## src/rtl/mnab_pkg.sv

```systemverilog
// Shared constants for the next-microaddress branch block
package mnab_pkg;
    // ****************************************
    // Microword field layout
    // ****************************************
    localparam int PTR_W   = 9;
    localparam int PTR_LSB = 0;
    localparam int PTR_MSB = 8;
    localparam int CODE_W  = 5;
    localparam int CODE_LSB = 9;
    localparam int CODE_MSB = 13;
    localparam int UW_W    = 14;
    localparam int CNT_W   = 8;

    // ****************************************
    // Branch-select codes (octal code noted at right)
    // ****************************************
    localparam logic [4:0] BR_CASE   = 5'h00; // 00
    localparam logic [4:0] BR_DBL_OP = 5'h01; // 01
    localparam logic [4:0] BR_SGL_OP = 5'h04; // 04
    localparam logic [4:0] BR_DSTMOD = 5'h05; // 05
    localparam logic [4:0] BR_MODES  = 5'h09; // 11
    localparam logic [4:0] BR_GUARD  = 5'h0A; // 12
    localparam logic [4:0] BR_MULSTP = 5'h0B; // 13
    localparam logic [4:0] BR_ZERO   = 5'h0D; // 15
    localparam logic [4:0] BR_JUMP   = 5'h0E; // 16
    localparam logic [4:0] BR_ASHSTP = 5'h0F; // 17
    localparam logic [4:0] BR_SERV   = 5'h10; // 20
    localparam logic [4:0] BR_COUNT  = 5'h15; // 25
    localparam logic [4:0] BR_NULL   = 5'h18; // 30

    // ****************************************
    // Reset values and register map
    // ****************************************
    localparam logic [13:0] UW_RST  = {BR_NULL, 9'h000};
    localparam logic [7:0]  CNT_RST = 8'h00;
    localparam logic [11:0] OFS_COUNT  = 12'h000;
    localparam logic [11:0] OFS_STATUS = 12'h004;
    localparam logic [11:0] OFS_UWORD  = 12'h008;
    localparam int ST_ONES_BIT = 16;
endpackage : mnab_pkg

```

## src/rtl/mnab_branch_mux.sv

```systemverilog
// Branch test multiplexer over machine state
`timescale 1ns/1ps
`default_nettype none
module mnab_branch_mux
    import mnab_pkg::*;
(
    input  wire logic [CODE_W-1:0] code_i,
    input  wire logic [3:0]        shifter_reg_i,
    input  wire logic [15:0]       instr_holding_reg_i,
    input  wire logic [1:0]        guard_top_i,
    input  wire logic              status_mode_i,
    input  wire logic [15:0]       result_i,
    input  wire logic              alu_carry_i,
    input  wire logic              dst_mode0_i,
    input  wire logic              src_mode0_i,
    input  wire logic              byte_op_i,
    input  wire logic              no_overlap_i,
    input  wire logic              service_i,
    input  wire logic              move_instr_i,
    input  wire logic              flpt_dr7_i,
    input  wire logic              cnt_ones_i,
    output logic      [PTR_W-1:0]  mux_o
);
    logic zero_result_test;

    assign zero_result_test = (result_i[14:0] == 15'h0000);

    // Every test is right-justified; codes without a test give zeros
    always_comb begin
        mux_o = 9'h000;
        case (code_i)
            BR_CASE:   mux_o = {5'h00, shifter_reg_i};
            BR_DBL_OP: mux_o = {5'h00, instr_holding_reg_i[15:12]};
            BR_SGL_OP: mux_o = {5'h00, instr_holding_reg_i[9:6]};
            BR_DSTMOD: mux_o = {4'h0, 1'b0, move_instr_i | flpt_dr7_i,
                                instr_holding_reg_i[5:3]};
            BR_MODES:  mux_o = {6'h00, dst_mode0_i, src_mode0_i, byte_op_i};
            BR_GUARD:  mux_o = {7'h00, guard_top_i};
            BR_MULSTP: mux_o = {6'h00, shifter_reg_i[1:0], cnt_ones_i};
            BR_ZERO:   mux_o = {7'h00, zero_result_test, result_i[15]};
            BR_JUMP:   mux_o = {7'h00, instr_holding_reg_i[11], status_mode_i};
            BR_ASHSTP: mux_o = {7'h00, cnt_ones_i, alu_carry_i};
            BR_SERV:   mux_o = {7'h00, no_overlap_i, service_i};
            BR_COUNT:  mux_o = {8'h00, cnt_ones_i};
            default:   mux_o = 9'h000;
        endcase
    end
endmodule : mnab_branch_mux
`default_nettype wire

```

## src/rtl/mnab_loop_counter.sv

```systemverilog
// Eight-bit loop counter with test flag, load and increment
`timescale 1ns/1ps
`default_nettype none
module mnab_loop_counter
    import mnab_pkg::*;
(
    input  wire logic             clk_i,
    input  wire logic             rst_n_i,
    input  wire logic             inc_i,
    input  wire logic             load_i,
    input  wire logic [CNT_W-1:0] load_val_i,
    output logic      [CNT_W-1:0] count_o,
    output logic                  all_ones_o
);
    logic [CNT_W-1:0] cnt_ff;
    logic [CNT_W-1:0] nxt_cnt;

    // Software load beats a same-cycle increment
    always_comb begin
        nxt_cnt = cnt_ff;
        if (load_i) begin
            nxt_cnt = load_val_i;
        end else if (inc_i) begin
            nxt_cnt = cnt_ff + 8'h01; // Wraps after the exit test
        end
    end

    // Counter register
    always_ff @(posedge clk_i) begin
        if (!rst_n_i) begin
            cnt_ff <= CNT_RST;
        end else begin
            cnt_ff <= nxt_cnt;
        end
    end

    assign count_o    = cnt_ff;
    assign all_ones_o = &cnt_ff; // Tested before the increment lands
endmodule : mnab_loop_counter
`default_nettype wire

```

## src/rtl/mnab_top.sv

```systemverilog
// Next-microaddress formation with microword register and APB access
//
// Functional notes
// - Pointer field sits in microword bits 8:0
// - Branch-select field sits in bits 13:9
// - Next address is pointer OR mux
// - Unconditional branch passes pointer unchanged
// - Pointer ones mask their tested bits
// - Regular codes only OR; active codes change state
// - Code 25 tests all-ones then increments counter
// - Test uses state clocked last microcycle
// - Address drives store combinationally, unregistered
// - Code 15 tests result zero and sign
// - Code 30 is the null default
// - Active-high tests, right-justified widths
// - Code 00 ORs shifter bits 3:0
// - Code 01 ORs instruction bits 15:12
// - Code 04 ORs instruction bits 9:6
// - Code 12 ORs guard bits 3:2
// - Code 13 multiply step, increments counter
// - Code 17 counter flag and carry, increments
// - Code 16 jump kind and mode
// - Code 11 tests modes zero and byte
// - Code 20 tests overlap and service
// - Code 05 tests move/flpt and mode
// - Code 30 changes no machine state
`timescale 1ns/1ps
`default_nettype none
module mnab_top
    import mnab_pkg::*;
(
    input  wire logic        MCLK_I,
    input  wire logic        NRST_I,
    // APB slave
    input  wire logic [11:0] PADDR_I,
    input  wire logic        PSEL_I,
    input  wire logic        PENABLE_I,
    input  wire logic        PWRITE_I,
    input  wire logic [31:0] PWDATA_I,
    input  wire logic [3:0]  PSTRB_I,
    output logic      [31:0] PRDATA_O,
    output logic             PREADY_O,
    output logic             PSLVERR_O,
    // Microcycle timing and control store
    input  wire logic        THIRD_CLOCK_PULSE_I,
    input  wire logic [13:0] CS_DATA_I,
    output logic      [8:0]  NEXT_MICRO_ADDR_O,
    // Machine state under test
    input  wire logic [3:0]  SHIFTER_REG_I,
    input  wire logic [15:0] INSTR_HOLDING_REG_I,
    input  wire logic [1:0]  GUARD_BITS_REG_I,
    input  wire logic        PROC_STATUS_MODE_I,
    input  wire logic [15:0] RESULT_LATCH_I,
    input  wire logic        ALU_CARRY_I,
    input  wire logic        DST_MODE0_I,
    input  wire logic        SRC_MODE0_I,
    input  wire logic        BYTE_OP_I,
    input  wire logic        NO_OVERLAP_I,
    input  wire logic        SERVICE_I,
    input  wire logic        MOVE_INSTR_I,
    input  wire logic        FLPT_DR7_I
);
    // ****************************************
    // Declarations
    // ****************************************
    logic [UW_W-1:0]   uword_ff;
    logic [PTR_W-1:0]  next_pointer_field;
    logic [CODE_W-1:0] branch_select_field;
    logic [PTR_W-1:0]  branch_test_mux;
    logic [PTR_W-1:0]  next_micro_address;
    logic [PTR_W-1:0]  last_addr_ff;
    logic [CNT_W-1:0]  loop_counter;
    logic              cnt_ones;
    logic              cnt_inc;
    logic              cnt_load;
    logic              counting_code;
    logic              apb_setup;
    logic              apb_done;
    logic              apb_wr;
    logic              pready_ff;
    logic              pslverr_ff;
    logic [31:0]       prdata_ff;
    logic [31:0]       nxt_prdata;
    logic              nxt_pslverr;

    // ****************************************
    // Microword register
    // ****************************************

    // Loaded on every third pulse from the addressed store word
    always_ff @(posedge MCLK_I) begin
        if (!NRST_I) begin
            uword_ff <= UW_RST;
        end else if (THIRD_CLOCK_PULSE_I) begin
            uword_ff <= CS_DATA_I;
        end
    end

    // Field split of the live microword
    assign next_pointer_field  = uword_ff[PTR_MSB:PTR_LSB];
    assign branch_select_field = uword_ff[CODE_MSB:CODE_LSB];

    // ****************************************
    // Branch test and address formation
    // ****************************************

    // Machine state is read live; the datapath holds it through the cycle
    mnab_branch_mux u_mux (
        .code_i              (branch_select_field),
        .shifter_reg_i       (SHIFTER_REG_I),
        .instr_holding_reg_i (INSTR_HOLDING_REG_I),
        .guard_top_i         (GUARD_BITS_REG_I),
        .status_mode_i       (PROC_STATUS_MODE_I),
        .result_i            (RESULT_LATCH_I),
        .alu_carry_i         (ALU_CARRY_I),
        .dst_mode0_i         (DST_MODE0_I),
        .src_mode0_i         (SRC_MODE0_I),
        .byte_op_i           (BYTE_OP_I),
        .no_overlap_i        (NO_OVERLAP_I),
        .service_i           (SERVICE_I),
        .move_instr_i        (MOVE_INSTR_I),
        .flpt_dr7_i          (FLPT_DR7_I),
        .cnt_ones_i          (cnt_ones),
        .mux_o               (branch_test_mux)
    );

    // Per-bit OR; a one in the pointer hides that test
    genvar gi;
    generate
        for (gi = 0; gi < PTR_W; gi++) begin : g_or
            assign next_micro_address[gi] =
                next_pointer_field[gi] | branch_test_mux[gi];
        end
    endgenerate

    // No register here: a retimed address would cost a whole microcycle
    assign NEXT_MICRO_ADDR_O = next_micro_address;

    // Snapshot of the address taken, for software visibility
    always_ff @(posedge MCLK_I) begin
        if (!NRST_I) begin
            last_addr_ff <= 9'h000;
        end else if (THIRD_CLOCK_PULSE_I) begin
            last_addr_ff <= next_micro_address;
        end
    end

    // ****************************************
    // Loop counter
    // ****************************************

    // Only active counting codes touch state; null and regular do not
    assign counting_code = (branch_select_field == BR_COUNT)
                         | (branch_select_field == BR_MULSTP)
                         | (branch_select_field == BR_ASHSTP);
    assign cnt_inc  = THIRD_CLOCK_PULSE_I & counting_code;
    assign cnt_load = apb_wr & (PADDR_I == OFS_COUNT) & PSTRB_I[0];

    mnab_loop_counter u_cnt (
        .clk_i      (MCLK_I),
        .rst_n_i    (NRST_I),
        .inc_i      (cnt_inc),
        .load_i     (cnt_load),
        .load_val_i (PWDATA_I[7:0]),
        .count_o    (loop_counter),
        .all_ones_o (cnt_ones)
    );

    // ****************************************
    // APB slave
    // ****************************************

    // One wait state: ready follows the first access cycle
    assign apb_setup = PSEL_I & PENABLE_I & ~pready_ff;
    assign apb_done  = PSEL_I & PENABLE_I & pready_ff;
    assign apb_wr    = apb_done & PWRITE_I;

    // Ready pulse
    always_ff @(posedge MCLK_I) begin
        if (!NRST_I) begin
            pready_ff <= 1'b0;
        end else begin
            pready_ff <= apb_setup;
        end
    end

    // Read mux and error decode; unmapped or read-only writes flag error
    always_comb begin
        nxt_prdata  = 32'h0000_0000;
        nxt_pslverr = 1'b0;
        case (PADDR_I)
            OFS_COUNT: begin
                nxt_prdata = {24'h00_0000, loop_counter};
            end
            OFS_STATUS: begin
                nxt_prdata = {15'h0000, cnt_ones, 2'b00,
                              branch_select_field, last_addr_ff};
                nxt_pslverr = PWRITE_I;
            end
            OFS_UWORD: begin
                nxt_prdata = {18'h0_0000, uword_ff};
                nxt_pslverr = PWRITE_I;
            end
            default: begin
                nxt_pslverr = 1'b1;
            end
        endcase
        if (PWRITE_I) begin
            nxt_prdata = 32'h0000_0000;
        end
    end

    // Read data and error are held only for the ready cycle
    always_ff @(posedge MCLK_I) begin
        if (!NRST_I) begin
            prdata_ff  <= 32'h0000_0000;
            pslverr_ff <= 1'b0;
        end else if (apb_setup) begin
            prdata_ff  <= nxt_prdata;
            pslverr_ff <= nxt_pslverr;
        end else begin
            prdata_ff  <= 32'h0000_0000;
            pslverr_ff <= 1'b0;
        end
    end

    assign PRDATA_O  = prdata_ff;
    assign PREADY_O  = pready_ff;
    assign PSLVERR_O = pslverr_ff;
endmodule : mnab_top
`default_nettype wire

```

## config.mk

```make
export PLATFORM = sky130hd
export DESIGN_NAME = mnab_top
export DESIGN_NICKNAME = d
export VERILOG_FILES = /design/src/rtl/mnab_pkg.sv /design/src/rtl/mnab_branch_mux.sv /design/src/rtl/mnab_loop_counter.sv /design/src/rtl/mnab_top.sv
export SDC_FILE = /design/constraint.sdc
export NUM_CORES = 1
export LEC_CHECK = 0
export BUFFER_PORTS_ARGS = -buffer_cell sky130_fd_sc_hd__buf_2
export CORE_MARGIN = 3
export CORE_UTILIZATION = 44
export CTS_CLUSTER_SIZE = 10
export DETAILED_ROUTE_END_ITERATION = 10
export PLACE_DENSITY = 0.8
export REMOVE_ABC_BUFFERS = 1
export SLEW_MARGIN = 20
export SYNTH_ARGS = -nofsm -noshare
export SYNTH_HDL_FRONTEND = slang
export SYNTH_HIERARCHICAL = 1
export SYNTH_SLANG_ARGS = --single-unit
```

## constraint.sdc

```tcl
create_clock -name MCLK_I -period 2.6 [get_ports MCLK_I]
set_input_delay 0.13 -clock MCLK_I [delete_from_list [all_inputs] [get_ports MCLK_I]]
set_output_delay 0.13 -clock MCLK_I [all_outputs]
set_load 0.05 [all_outputs]
```

After elaboration in Yosys (flattened, before gate mapping)

Cells that the tools add are included.

Register bits: 65
Output and inout port bits: 43
Logic and storage cells: 55

Add/subtract/negate cells: 1
Equal/unequal tests: 13
Mux-type cells: 5
Bitwise operators: 22
Reductions and logical operators: 8

Operator list:

| operator                                             | count |
|---|---|
| one-hot mux 17 bit (3 select lines)                  | 1 |
| one-hot mux 4 bit (12 select lines)                  | 1 |
| equality test 5 x 4 -> 1 bit, second input constant  | 6 |
| two-way mux 8 bit                                    | 2 |
| logical NOT 15 bit                                   | 1 |
| equality test 12 x 3 -> 1 bit, second input constant | 1 |
| equality test 12 x 4 -> 1 bit, second input constant | 1 |
| logical NOT 12 bit                                   | 1 |
| equality test 5 x 3 -> 1 bit, second input constant  | 2 |
| equality test 5 bit, second input constant           | 2 |
| adder 8 x 1 -> 8 bit, second input constant          | 1 |
| AND reduction 8 bit                                  | 1 |
| bitwise AND 1 bit                                    | 7 |
| OR 1 bit                                             | 7 |
| equality test 5 x 1 -> 1 bit, second input constant  | 1 |
| logical NOT 5 bit                                    | 1 |
| OR 1 bit, second input constant                      | 5 |
| inverter 1 bit                                       | 3 |
| OR reduction 3 bit                                   | 1 |
| one-hot mux 1 bit (2 select lines)                   | 1 |
| AND reduction 2 bit                                  | 1 |
| nonzero test 2 bit                                   | 1 |
| OR reduction 2 bit                                   | 1 |

Longest topological paths before layout

Gate-level depths: netlist of run 1.

Depth in word-level cells: 6
Mapped depth: 10
Mapped depth without buffers: 10

Hierarchy

Netlist of run 1, hierarchy kept.

Modules (own cells, without submodules):

| module            | instances | cells an instance | area each (um2) |
|---|---|---|---|
| mnab_top          | 1         | 182               | 1809.2 |
| mnab_branch_mux   | 1         | 61                | 493.0 |
| mnab_loop_counter | 1         | 55                | 447.9 |

Worst setup path before layout of run 1

No wires, ideal clock.

Kind: flip-flop to flip-flop
From: reg u_cnt.cnt_ff[0], in the netlist u_cnt/count_o[0]
To: reg last_addr_ff[1]
Setup time: 0.117 ns
Arrival: 2.060 ns
Setup slack: 0.423 ns
Cell stages (with the launch flop): 11
Path buffers: 0
Period minus slack after synthesis: 2.177 ns
Path through: dfxtp_1 -> ha_1 -> nand3_1 -> nor2_1 -> mux4_2 -> nor2b_4 -> a21oi_2 -> nand3_1 -> or2_2 -> mux2i_1 -> nor2b_1

Cells in the longest elaborated chain, start to end: 3

Ends and longest elaborated chain:

| item                                | RTL line                | text |
|---|---|---|
| from (decl)                         | mnab_loop_counter.sv:15 | `logic [CNT_W-1:0] cnt_ff;` |
| from (signal assigned)              | mnab_loop_counter.sv:33 | `cnt_ff <= nxt_cnt;` |
| AND reduction 8 bit                 | mnab_loop_counter.sv:38 | `assign all_ones_o = &cnt_ff;` |
| named net cnt_ones                  | mnab_top.sv:73          | `logic cnt_ones;` |
| one-hot mux 4 bit (12 select lines) | mnab_branch_mux.sv:31   | `case (code_i)` |
| named net branch_test_mux[1]        | mnab_top.sv:69          | `logic [PTR_W-1:0] branch_test_mux;` |
| OR 1 bit                            | mnab_top.sv:132         | `next_pointer_field[gi] \| branch_test_mux[gi];` |
| named net NEXT_MICRO_ADDR_O[1]      | mnab_top.sv:47          | `output logic [8:0] NEXT_MICRO_ADDR_O,` |
| to (signal assigned)                | mnab_top.sv:144         | `last_addr_ff <= next_micro_address;` |
| to (decl)                           | mnab_top.sv:71          | `logic [PTR_W-1:0] last_addr_ff;` |

The timed path passes the listed nets, and every way through them passes these cells.
A chain may end at the register's enable or synchronous reset.

Worst setup path in the final report of run 1

From: reg u_cnt.cnt_ff[0], in the netlist u_cnt/count_o[0]
To: out NEXT_MICRO_ADDR_O[1]

Cells in the longest elaborated chain, start to end: 3

Ends and longest elaborated chain:

| item                                | RTL line |
|---|---|
| AND reduction 8 bit                 | mnab_loop_counter.sv:38 |
| named net cnt_ones                  | mnab_top.sv:73 |
| one-hot mux 4 bit (12 select lines) | mnab_branch_mux.sv:31 |
| named net branch_test_mux[1]        | mnab_top.sv:69 |
| OR 1 bit                            | mnab_top.sv:132 |
| to (decl)                           | mnab_top.sv:47 |

The timed path passes the listed nets, and every way through them passes these cells.

==> metrics.csv, run 1 <==
metric;value;unit
final cell utilization of the core;55.81;%
number of sinks on the clock net;48;
number of logic stages on the critical path including buffering;9;
r2r endpoint;last_addr_ff[1];
Residual DRC;0;
setup slack of the most critical reg-to-reg path;0.45;ns
Arr. time, crit path;2.35;ns
Critical R2R Launch;u_cnt/count_o[0];
drt pass-1 iters;4;
placeable core region;5991;sq um
total global routing track utilization;18.49;%
fraction of the mapped netlist area in compound gates;9.236;%
maximum number of pins on one net before global-route repair;26;
adder-cell share of the synthesized area;0.8189;%
cell type of the slowest stage on the worst timing path;sky130_fd_sc_hd__mux4_2;
total gr overflow;0;
largest vdd supply drop;0.2418;mV
start point of the critical path;u_cnt/count_o[0];
final worst-path cycle share;95.45;%
Routed met2 length;3.546;mm
Die ar.;7235;sq um
clock latency reported for the late side of the worst-skew pair;0.30;ns
simple-gate share of the synthesized area;26.02;%
register bit count reported by yosys;48;
Initial Utilization;45.91;%
maximum net fanout on the critical path;5;
longest individual stage delay on the worst path;0.48;ns
number of cells on the worst reg-to-reg path;10;
transition time at the pin with the least slew margin;0.6747;ns
Design Area, Final;3343;sq um
post-place instance area;3228;sq um
area growth from synthesis to layout;21.57;%
count of max-cap constraint violations;0;
fraction of synthesis flops using an asynchronous set or reset pin;0;%
height of the die;85.06;um
Max clock buf depth;2;
maximum frequency from static timing analysis;0.4030;GHz
Met3 Wirelength;431;um
via count of the first global-routing pass;2288;
final count of pins violating max slew;0;
number of levels the H-tree was split into;2;
root buffer cell;sky130_fd_sc_hd__clkbuf_8;
WS Path Type;register to primary output;
final routed wire length divided by cell count;14.60;um
Worst Hold Slack;0.05331;ns
total wire length;6.980;mm
overall power of the completed layout;1.646;mW
count of nets after finishing;518;
number of synthesis warnings;6;
via count;2442;
RePlAce Congestion;0.8433;
number of rows created at floorplan;28;
Post-CTS Repair Setup Buffers;0;
Die Wd;85.06;um
static leakage;1.544;nW
final hold violation count;0;
remaining antenna violation count after routing;0;
Clock Skews;0.001503;ns
number of vias per cell;5.109;
highest metal layer with signal wires;met4;
mux share of post-synthesis cell area;15.70;%
Hold/Removal Path Class;input pin to register;
most used flip-flop cell after synthesis;sky130_fd_sc_hd__dfxtp_1;
post-synthesis cell area;2750;sq um
proportion of synthesized chip area in sequential cells;34.94;%
layout cells sized above 1;36.23;%
clock buffer count from CTS;5;
kind of start point of the critical path;register;
WL met1;2.920;mm
number of top-level pins;158;
status;complete, no violations;
Gate Count Post-Synth;298;
most repeated cell in the gate-level netlist after synthesis;sky130_fd_sc_hd__dfxtp_1;
dominant cells by area after synthesis;sky130_fd_sc_hd__dfxtp_1, sky130_fd_sc_hd__mux2i_1, sky130_fd_sc_hd__buf_4, sky130_fd_sc_hd__nor2b_1, sky130_fd_sc_hd__nor3_1;
Port Buf Inserts;109;
relative slew slack;54.77;%
Cell Chain, Critical Path;ha_1, nand3_1, nor2_1, mux4_2, nor2b_4, a21oi_2, nand3_1, or2_2, buf_4;
Inserted Diodes;0;
WP data required;2.47;ns
critical path endpoint category;primary output;
most instantiated cells after synthesis;sky130_fd_sc_hd__dfxtp_1, sky130_fd_sc_hd__mux2i_1, sky130_fd_sc_hd__buf_4;
clock transition at the registers of the reported paths;0.09;ns
minimum period implied by the final worst setup slack;2.482;ns
average footprint of a synthesized cell;9.229;sq um
clock tree from TritonCTS;yes;
Yosys top cell area share;34.94;%
P per Cell Area;492.3;nW/um^2
capturing element of the worst setup path;NEXT_MICRO_ADDR_O[1];
worst path bufs/invs;1;
EDFF count, synth;0;
Setup-failing EPs final;0;
detailed router's first-iteration violation count;117;
xor-xnor portion of the synthesized cell area;1.274;%
main combinational cell family by area after synthesis;simple AND/OR/NAND/NOR gates;
cell family with the largest share of critical-path delay;simple AND/OR/NAND/NOR gates;
dpl hpwl;5.428;mm
Distinct cells, synth;54;
top cell type by total area after synthesis;sky130_fd_sc_hd__dfxtp_1;
antenna violations before repair;0;
crit-path most repeated cell;sky130_fd_sc_hd__nand3_1;
global-route wire length before repair;10.84;mm
[cells by family (layout without fill, tap and decap cells)]
kind of cell / count (synthesis) / after routing
buffers and inverters: 47 / 132
xor gates and xnor gates: 4 / 4
and+or+nand+nor: 116 / 116
muxes: 40 / 40
adders and majority gates: 2 / 2
DFF: 48 / 48
AOI/OAI and AO/OA: 39 / 39
other: 2 / 22
[registers in the layout (all words and copies together), names as in the netlist]
register       count
u_cnt/count_o      8
PSLVERR_O          1
PREADY_O           1
uword_ff          14
PRDATA_O          15
last_addr_ff       9
[cell type report]
type | instances | area (sq um)
multi-input cells | 223 | 1541
clock buffers | 5 | 68.82
clock inverters | 3 | 42.54
repair buffers | 117 | 608.1
flip-flops and latches | 48 | 962.2
well taps | 75 | 93.84
fillers | 571 | 2648
inverters | 7 | 26.28
[worst min-delay path by stage]
stage / from / to / cells past startpoint
2_1_floorplan: NRST_I / uword_ff[12] / 1
5_1_grt: CS_DATA_I[12] / uword_ff[12] / 3
3_5_place_dp: CS_DATA_I[12] / uword_ff[12] / 3
6_report: CS_DATA_I[13] / uword_ff[13] / 3
4_1_cts: CS_DATA_I[12] / uword_ff[12] / 3
3_3_place_gp: CS_DATA_I[12] / uword_ff[12] / 3
[tightest hold or removal path, cell delays in order]
cell and delay (ns):
sky130_fd_sc_hd__buf_2 0.08, sky130_fd_sc_hd__nand2_1 0.04, sky130_fd_sc_hd__o211ai_1 0.06
[power by group]
group	total [mW]	switching [mW]	internal (mW)
Combinational	0.330	0.199	0.131
Clock	0.533	0.248	0.285
Sequential	0.783	0.0253	0.758
Total	1.65	0.472	1.17
[per-stage QoR]
stage,setup slack (ns),instances,setup TNS [ns]
detailed placement,0.3965,470,0
CTS,0.04885,478,0
global route,-0.001890,478,-0.001890
floorplan,0.4229,278,0
finish,0.1184,478,0
global placement,0.4484,470,0
[layout by cell type, fill, tap and decap left out, types with 2 or more instances in the layout]
cell type,netlist,routed
sky130_fd_sc_hd__or2_2,9,9
sky130_fd_sc_hd__a2bb2oi_1,8,8
sky130_fd_sc_hd__or3_1,3,3
sky130_fd_sc_hd__dfxtp_1,48,47
sky130_fd_sc_hd__clkbuf_8,0,5
sky130_fd_sc_hd__conb_1,2,22
sky130_fd_sc_hd__nand4_1,4,4
sky130_fd_sc_hd__and2_1,3,3
sky130_fd_sc_hd__mux2_2,2,2
sky130_fd_sc_hd__nor4_2,2,2
sky130_fd_sc_hd__o21ai_1,4,4
sky130_fd_sc_hd__buf_4,25,9
sky130_fd_sc_hd__nor2_1,8,8
sky130_fd_sc_hd__nor4_1,4,4
sky130_fd_sc_hd__nand3b_1,5,5
sky130_fd_sc_hd__xnor2_1,2,2
sky130_fd_sc_hd__o21ai_0,13,13
sky130_fd_sc_hd__nor3_1,17,17
sky130_fd_sc_hd__buf_2,5,108
sky130_fd_sc_hd__nor2b_1,23,23
sky130_fd_sc_hd__a31oi_1,3,3
sky130_fd_sc_hd__nand2_1,10,10
sky130_fd_sc_hd__nand3_1,11,11
sky130_fd_sc_hd__a21oi_1,3,3
sky130_fd_sc_hd__mux2i_1,36,36
sky130_fd_sc_hd__or4b_1,2,2
sky130_fd_sc_hd__xor2_1,2,2
sky130_fd_sc_hd__nand4b_1,2,2
sky130_fd_sc_hd__inv_1,6,6
sky130_fd_sc_hd__o211ai_1,3,3
sky130_fd_sc_hd__and3_1,2,2
sky130_fd_sc_hd__and4b_1,2,2
[per-layer routing]
| layer | up-vias | global-route usage (%) |
|---|---|---|
| li1 | 1223 | - |
| met4 | 0 | 5.755 |
| met1 | 1117 | 24.10 |
| met5 | - | 0 |
| met3 | 11 | 3.010 |
| met2 | 91 | 31.29 |
[repair_timing]
item                                   4_1_cts  5_1_grt
hold buffers                                 0        0
endpoints found under the hold margin        0        0
setup endpoints to repair                    0        1
resized for setup                            0        3
Power figures use the tool's default switching activity.
==> run 2: changes to the inputs <==
- PLACE_DENSITY: 0.8 -> 0.79
==> run 2 against run 1 <==
Sequential power hardly changed. Core utilization rose by 0.27 points. Cell count is the same. Count of clock-buffer cells in the layout increased by 2. Worst hold slack better by 0.011 ns. Total power grew 2.4%. Sequential share of layout area shrank 0.18 points. Clock power rose by 7.5%. Clock skew grew 0.0015 ns. Setup slack gained 0.053 ns. Register-to-register slack better by 0.06 ns. Die area stayed put.
==> metrics.csv, run 2 (synthesis gave the netlist of run 1 again) <==
metric;value;unit;change
met2 track utilization from global routing;32.56;%;+1.3 points
final hold violation count;0;;unchanged
placeable core region;5991;sq um;unchanged
number of top-level pins;158;;unchanged
WS Path Type;register to primary output;;
total gr overflow;0;;unchanged
P per Cell Area;501.4;nW/um^2;+1.9%
FILL cells;537;;-6.0%
minimum period implied by the final worst setup slack;2.429;ns;-0.05280 ns
Critical R2R Launch;u_cnt/count_o[0];;
relative slew slack;58.69;%;+3.9 points
Die ar.;7235;sq um;unchanged
status;complete, no violations;;
worst hold path cell count;3;;unchanged
number of sinks on the clock net;48;;unchanged
detailed router's first-iteration violation count;129;;+10%
max FFs per register;15;;unchanged
Max clock buf depth;2;;unchanged
drt pass-1 iters;5;;+1
layer with the highest usage;met2;;
Setup-failing EPs final;0;;unchanged
Arr. time, crit path;2.30;ns;-0.05 ns
critical path endpoint category;primary output;;
antenna violations before repair;0;;unchanged
number of levels the H-tree was split into;2;;unchanged
number of cells on the worst reg-to-reg path;10;;unchanged
layout cells sized above 1;36.23;%;unchanged
WP data required;2.47;ns;about the same
r2r endpoint;last_addr_ff[1];;
final worst-path cycle share;93.42;%;-2.0 points
total global routing track utilization;18.66;%;+0.17 points
setup slack of the most critical reg-to-reg path;0.51;ns;+0.06 ns
GRT met1 Usage;24.11;%;about the same
final count of pins violating max slew;0;;unchanged
total area of sequential cells;960.9;sq um;-0.13%
dpl hpwl;5.351;mm;-1.4%
RePlAce Congestion;0.8554;;+1.4%
leading cell types in the layout, fill and taps excluded;sky130_fd_sc_hd__buf_2, sky130_fd_sc_hd__dfxtp_1, sky130_fd_sc_hd__mux2i_1, sky130_fd_sc_hd__nor2b_1, sky130_fd_sc_hd__conb_1;;
hold path startpoint;CS_DATA_I[12];;
clock buffer count from CTS;5;;unchanged
multi-input gate area in the final layout;1544;sq um;+0.16%
count of max-cap constraint violations;0;;unchanged
number of rows created at floorplan;28;;unchanged
maximum net fanout on the critical path;5;;unchanged
number of vias per cell;5.130;;+0.41%
static leakage;1.550;nW;+0.40%
total negative slack;0;ns;unchanged
hold-fix buffers at CTS;0;;unchanged
Initial Utilization;45.91;%;unchanged
final routed wire length divided by cell count;14.22;um;-2.6%
clock latency reported for the late side of the worst-skew pair;0.29;ns;about the same
Hold/Removal Path Class;input pin to register;;
Die Wd;85.06;um;unchanged
height of the die;85.06;um;unchanged
setup repair after global routing missed its margin;false;;
remaining antenna violation count after routing;0;;unchanged
Clock Skews;0.002957;ns;+0.001454 ns
most common cell after layout, fill and taps aside;sky130_fd_sc_hd__buf_2;;
Inserted Diodes;0;;unchanged
Port Buf Inserts;109;;unchanged
count of nets after finishing;518;;unchanged
hold path endpoint;uword_ff[12];;
global-route wire length before repair;11.00;mm;+1.5%
clock transition at the registers of the reported paths;0.08;ns;about the same
root buffer cell;sky130_fd_sc_hd__clkbuf_8;;
largest vdd supply drop;0.2809;mV;+16%
kind of start point of the critical path;register;;
total wire length;6.796;mm;-2.6%
final cell utilization of the core;56.08;%;+0.27 points
via count of the first global-routing pass;2352;;+2.8%
met3 demand-to-capacity share in global routing;3.495;%;+0.49 points
transition time at the pin with the least slew margin;0.6163;ns;-0.05847 ns
Residual DRC;0;;unchanged
area growth from synthesis to layout;22.16;%;
maximum number of pins on one net before global-route repair;34;;+31%
via count;2452;;+0.41%
clock tree from TritonCTS;yes;;
maximum frequency from static timing analysis;0.4117;GHz;+2.2%
run 2: cell count changes in the layout (fill, tap and decap cells not counted), sizes merged:
cell / before / now
buf: 117 / 116
clkbuf: 5 / 8
clkinv: 1 / 0
clkinvlp: 1 / 0
run 2: per-layer routing:
metal  up-vias  part of all wire, %
met3         4                  7.2
met5         -                    0
met1      1133                   41
li1       1226                    -
met4         0                 0.62
met2        89                   51
run 2: timing repair:
action                     in CTS  in global routing
setup endpoints to repair       0                  1
resized for setup               0                  2
setup buffers                   0                  0
run 2: worst max-delay path: stages, from the launching register on:
cell and delay, ns:
sky130_fd_sc_hd__dfxtp_1 0.37, sky130_fd_sc_hd__ha_2 0.23, sky130_fd_sc_hd__nand3_1 0.08, sky130_fd_sc_hd__nor2_1 0.06
sky130_fd_sc_hd__mux4_2 0.46, sky130_fd_sc_hd__nor2b_4 0.14, sky130_fd_sc_hd__a21oi_2 0.09, sky130_fd_sc_hd__nand3_1 0.07
sky130_fd_sc_hd__or2_2 0.28, sky130_fd_sc_hd__clkbuf_4 0.22
run 2: how the worst max path moves through the flow:
stage | from | cells past startpoint | end | slack (ns)
detailed placement | u_cnt/count_o[0] | 9 | NEXT_MICRO_ADDR_O[1] | 0.43
CTS | u_cnt/count_o[0] | 9 | NEXT_MICRO_ADDR_O[1] | 0.11
global placement | u_cnt/count_o[0] | 9 | NEXT_MICRO_ADDR_O[1] | 0.46
global route | u_cnt/count_o[0] | 9 | NEXT_MICRO_ADDR_O[1] | 0.04
floorplan | u_cnt/count_o[0] | 10 | last_addr_ff[1] | 0.42
finish | u_cnt/count_o[0] | 9 | NEXT_MICRO_ADDR_O[1] | 0.17
run 2: power breakdown:
group | internal, mW | total (mW) | leakage (nW) | switching [mW]
clock network | 0.339 | 0.573 | 0.0645 | 0.234
logic | 0.131 | 0.329 | 1.09 | 0.199
registers | 0.758 | 0.782 | 0.391 | 0.0241
total | 1.23 | 1.68 | 1.55 | 0.456
run 2: through the flow:
step | instance area (sq um) | instances | setup slack [ns] | power, mW | hold slack [ns]
6_report | 3359 | 478 | 0.1712 | 1.685 | 0.06426
5_1_grt | 3359 | 478 | 0.04025 | 1.762 | 0.07509
3_3_place_gp | 3228 | 470 | 0.4599 | 1.121 | 0.3568
4_1_cts | 3354 | 478 | 0.1090 | 1.698 | 0.05784
3_5_place_dp | 3228 | 470 | 0.4313 | 1.128 | 0.3635
2_1_floorplan | 2529 | 278 | 0.4229 | 1.001 | 0.2286
run 2: area by class of cell:
type | count | share of cell area (%)
Clock inverter | 1 | 0.8939
Timing Repair Buffer | 117 | 18.10
Clock buffer | 7 | 2.868
Multi-Input combinational cell | 223 | 45.96
Inverter | 7 | 0.7821
Tap cell | 75 | 2.793
Sequential cell | 48 | 28.60
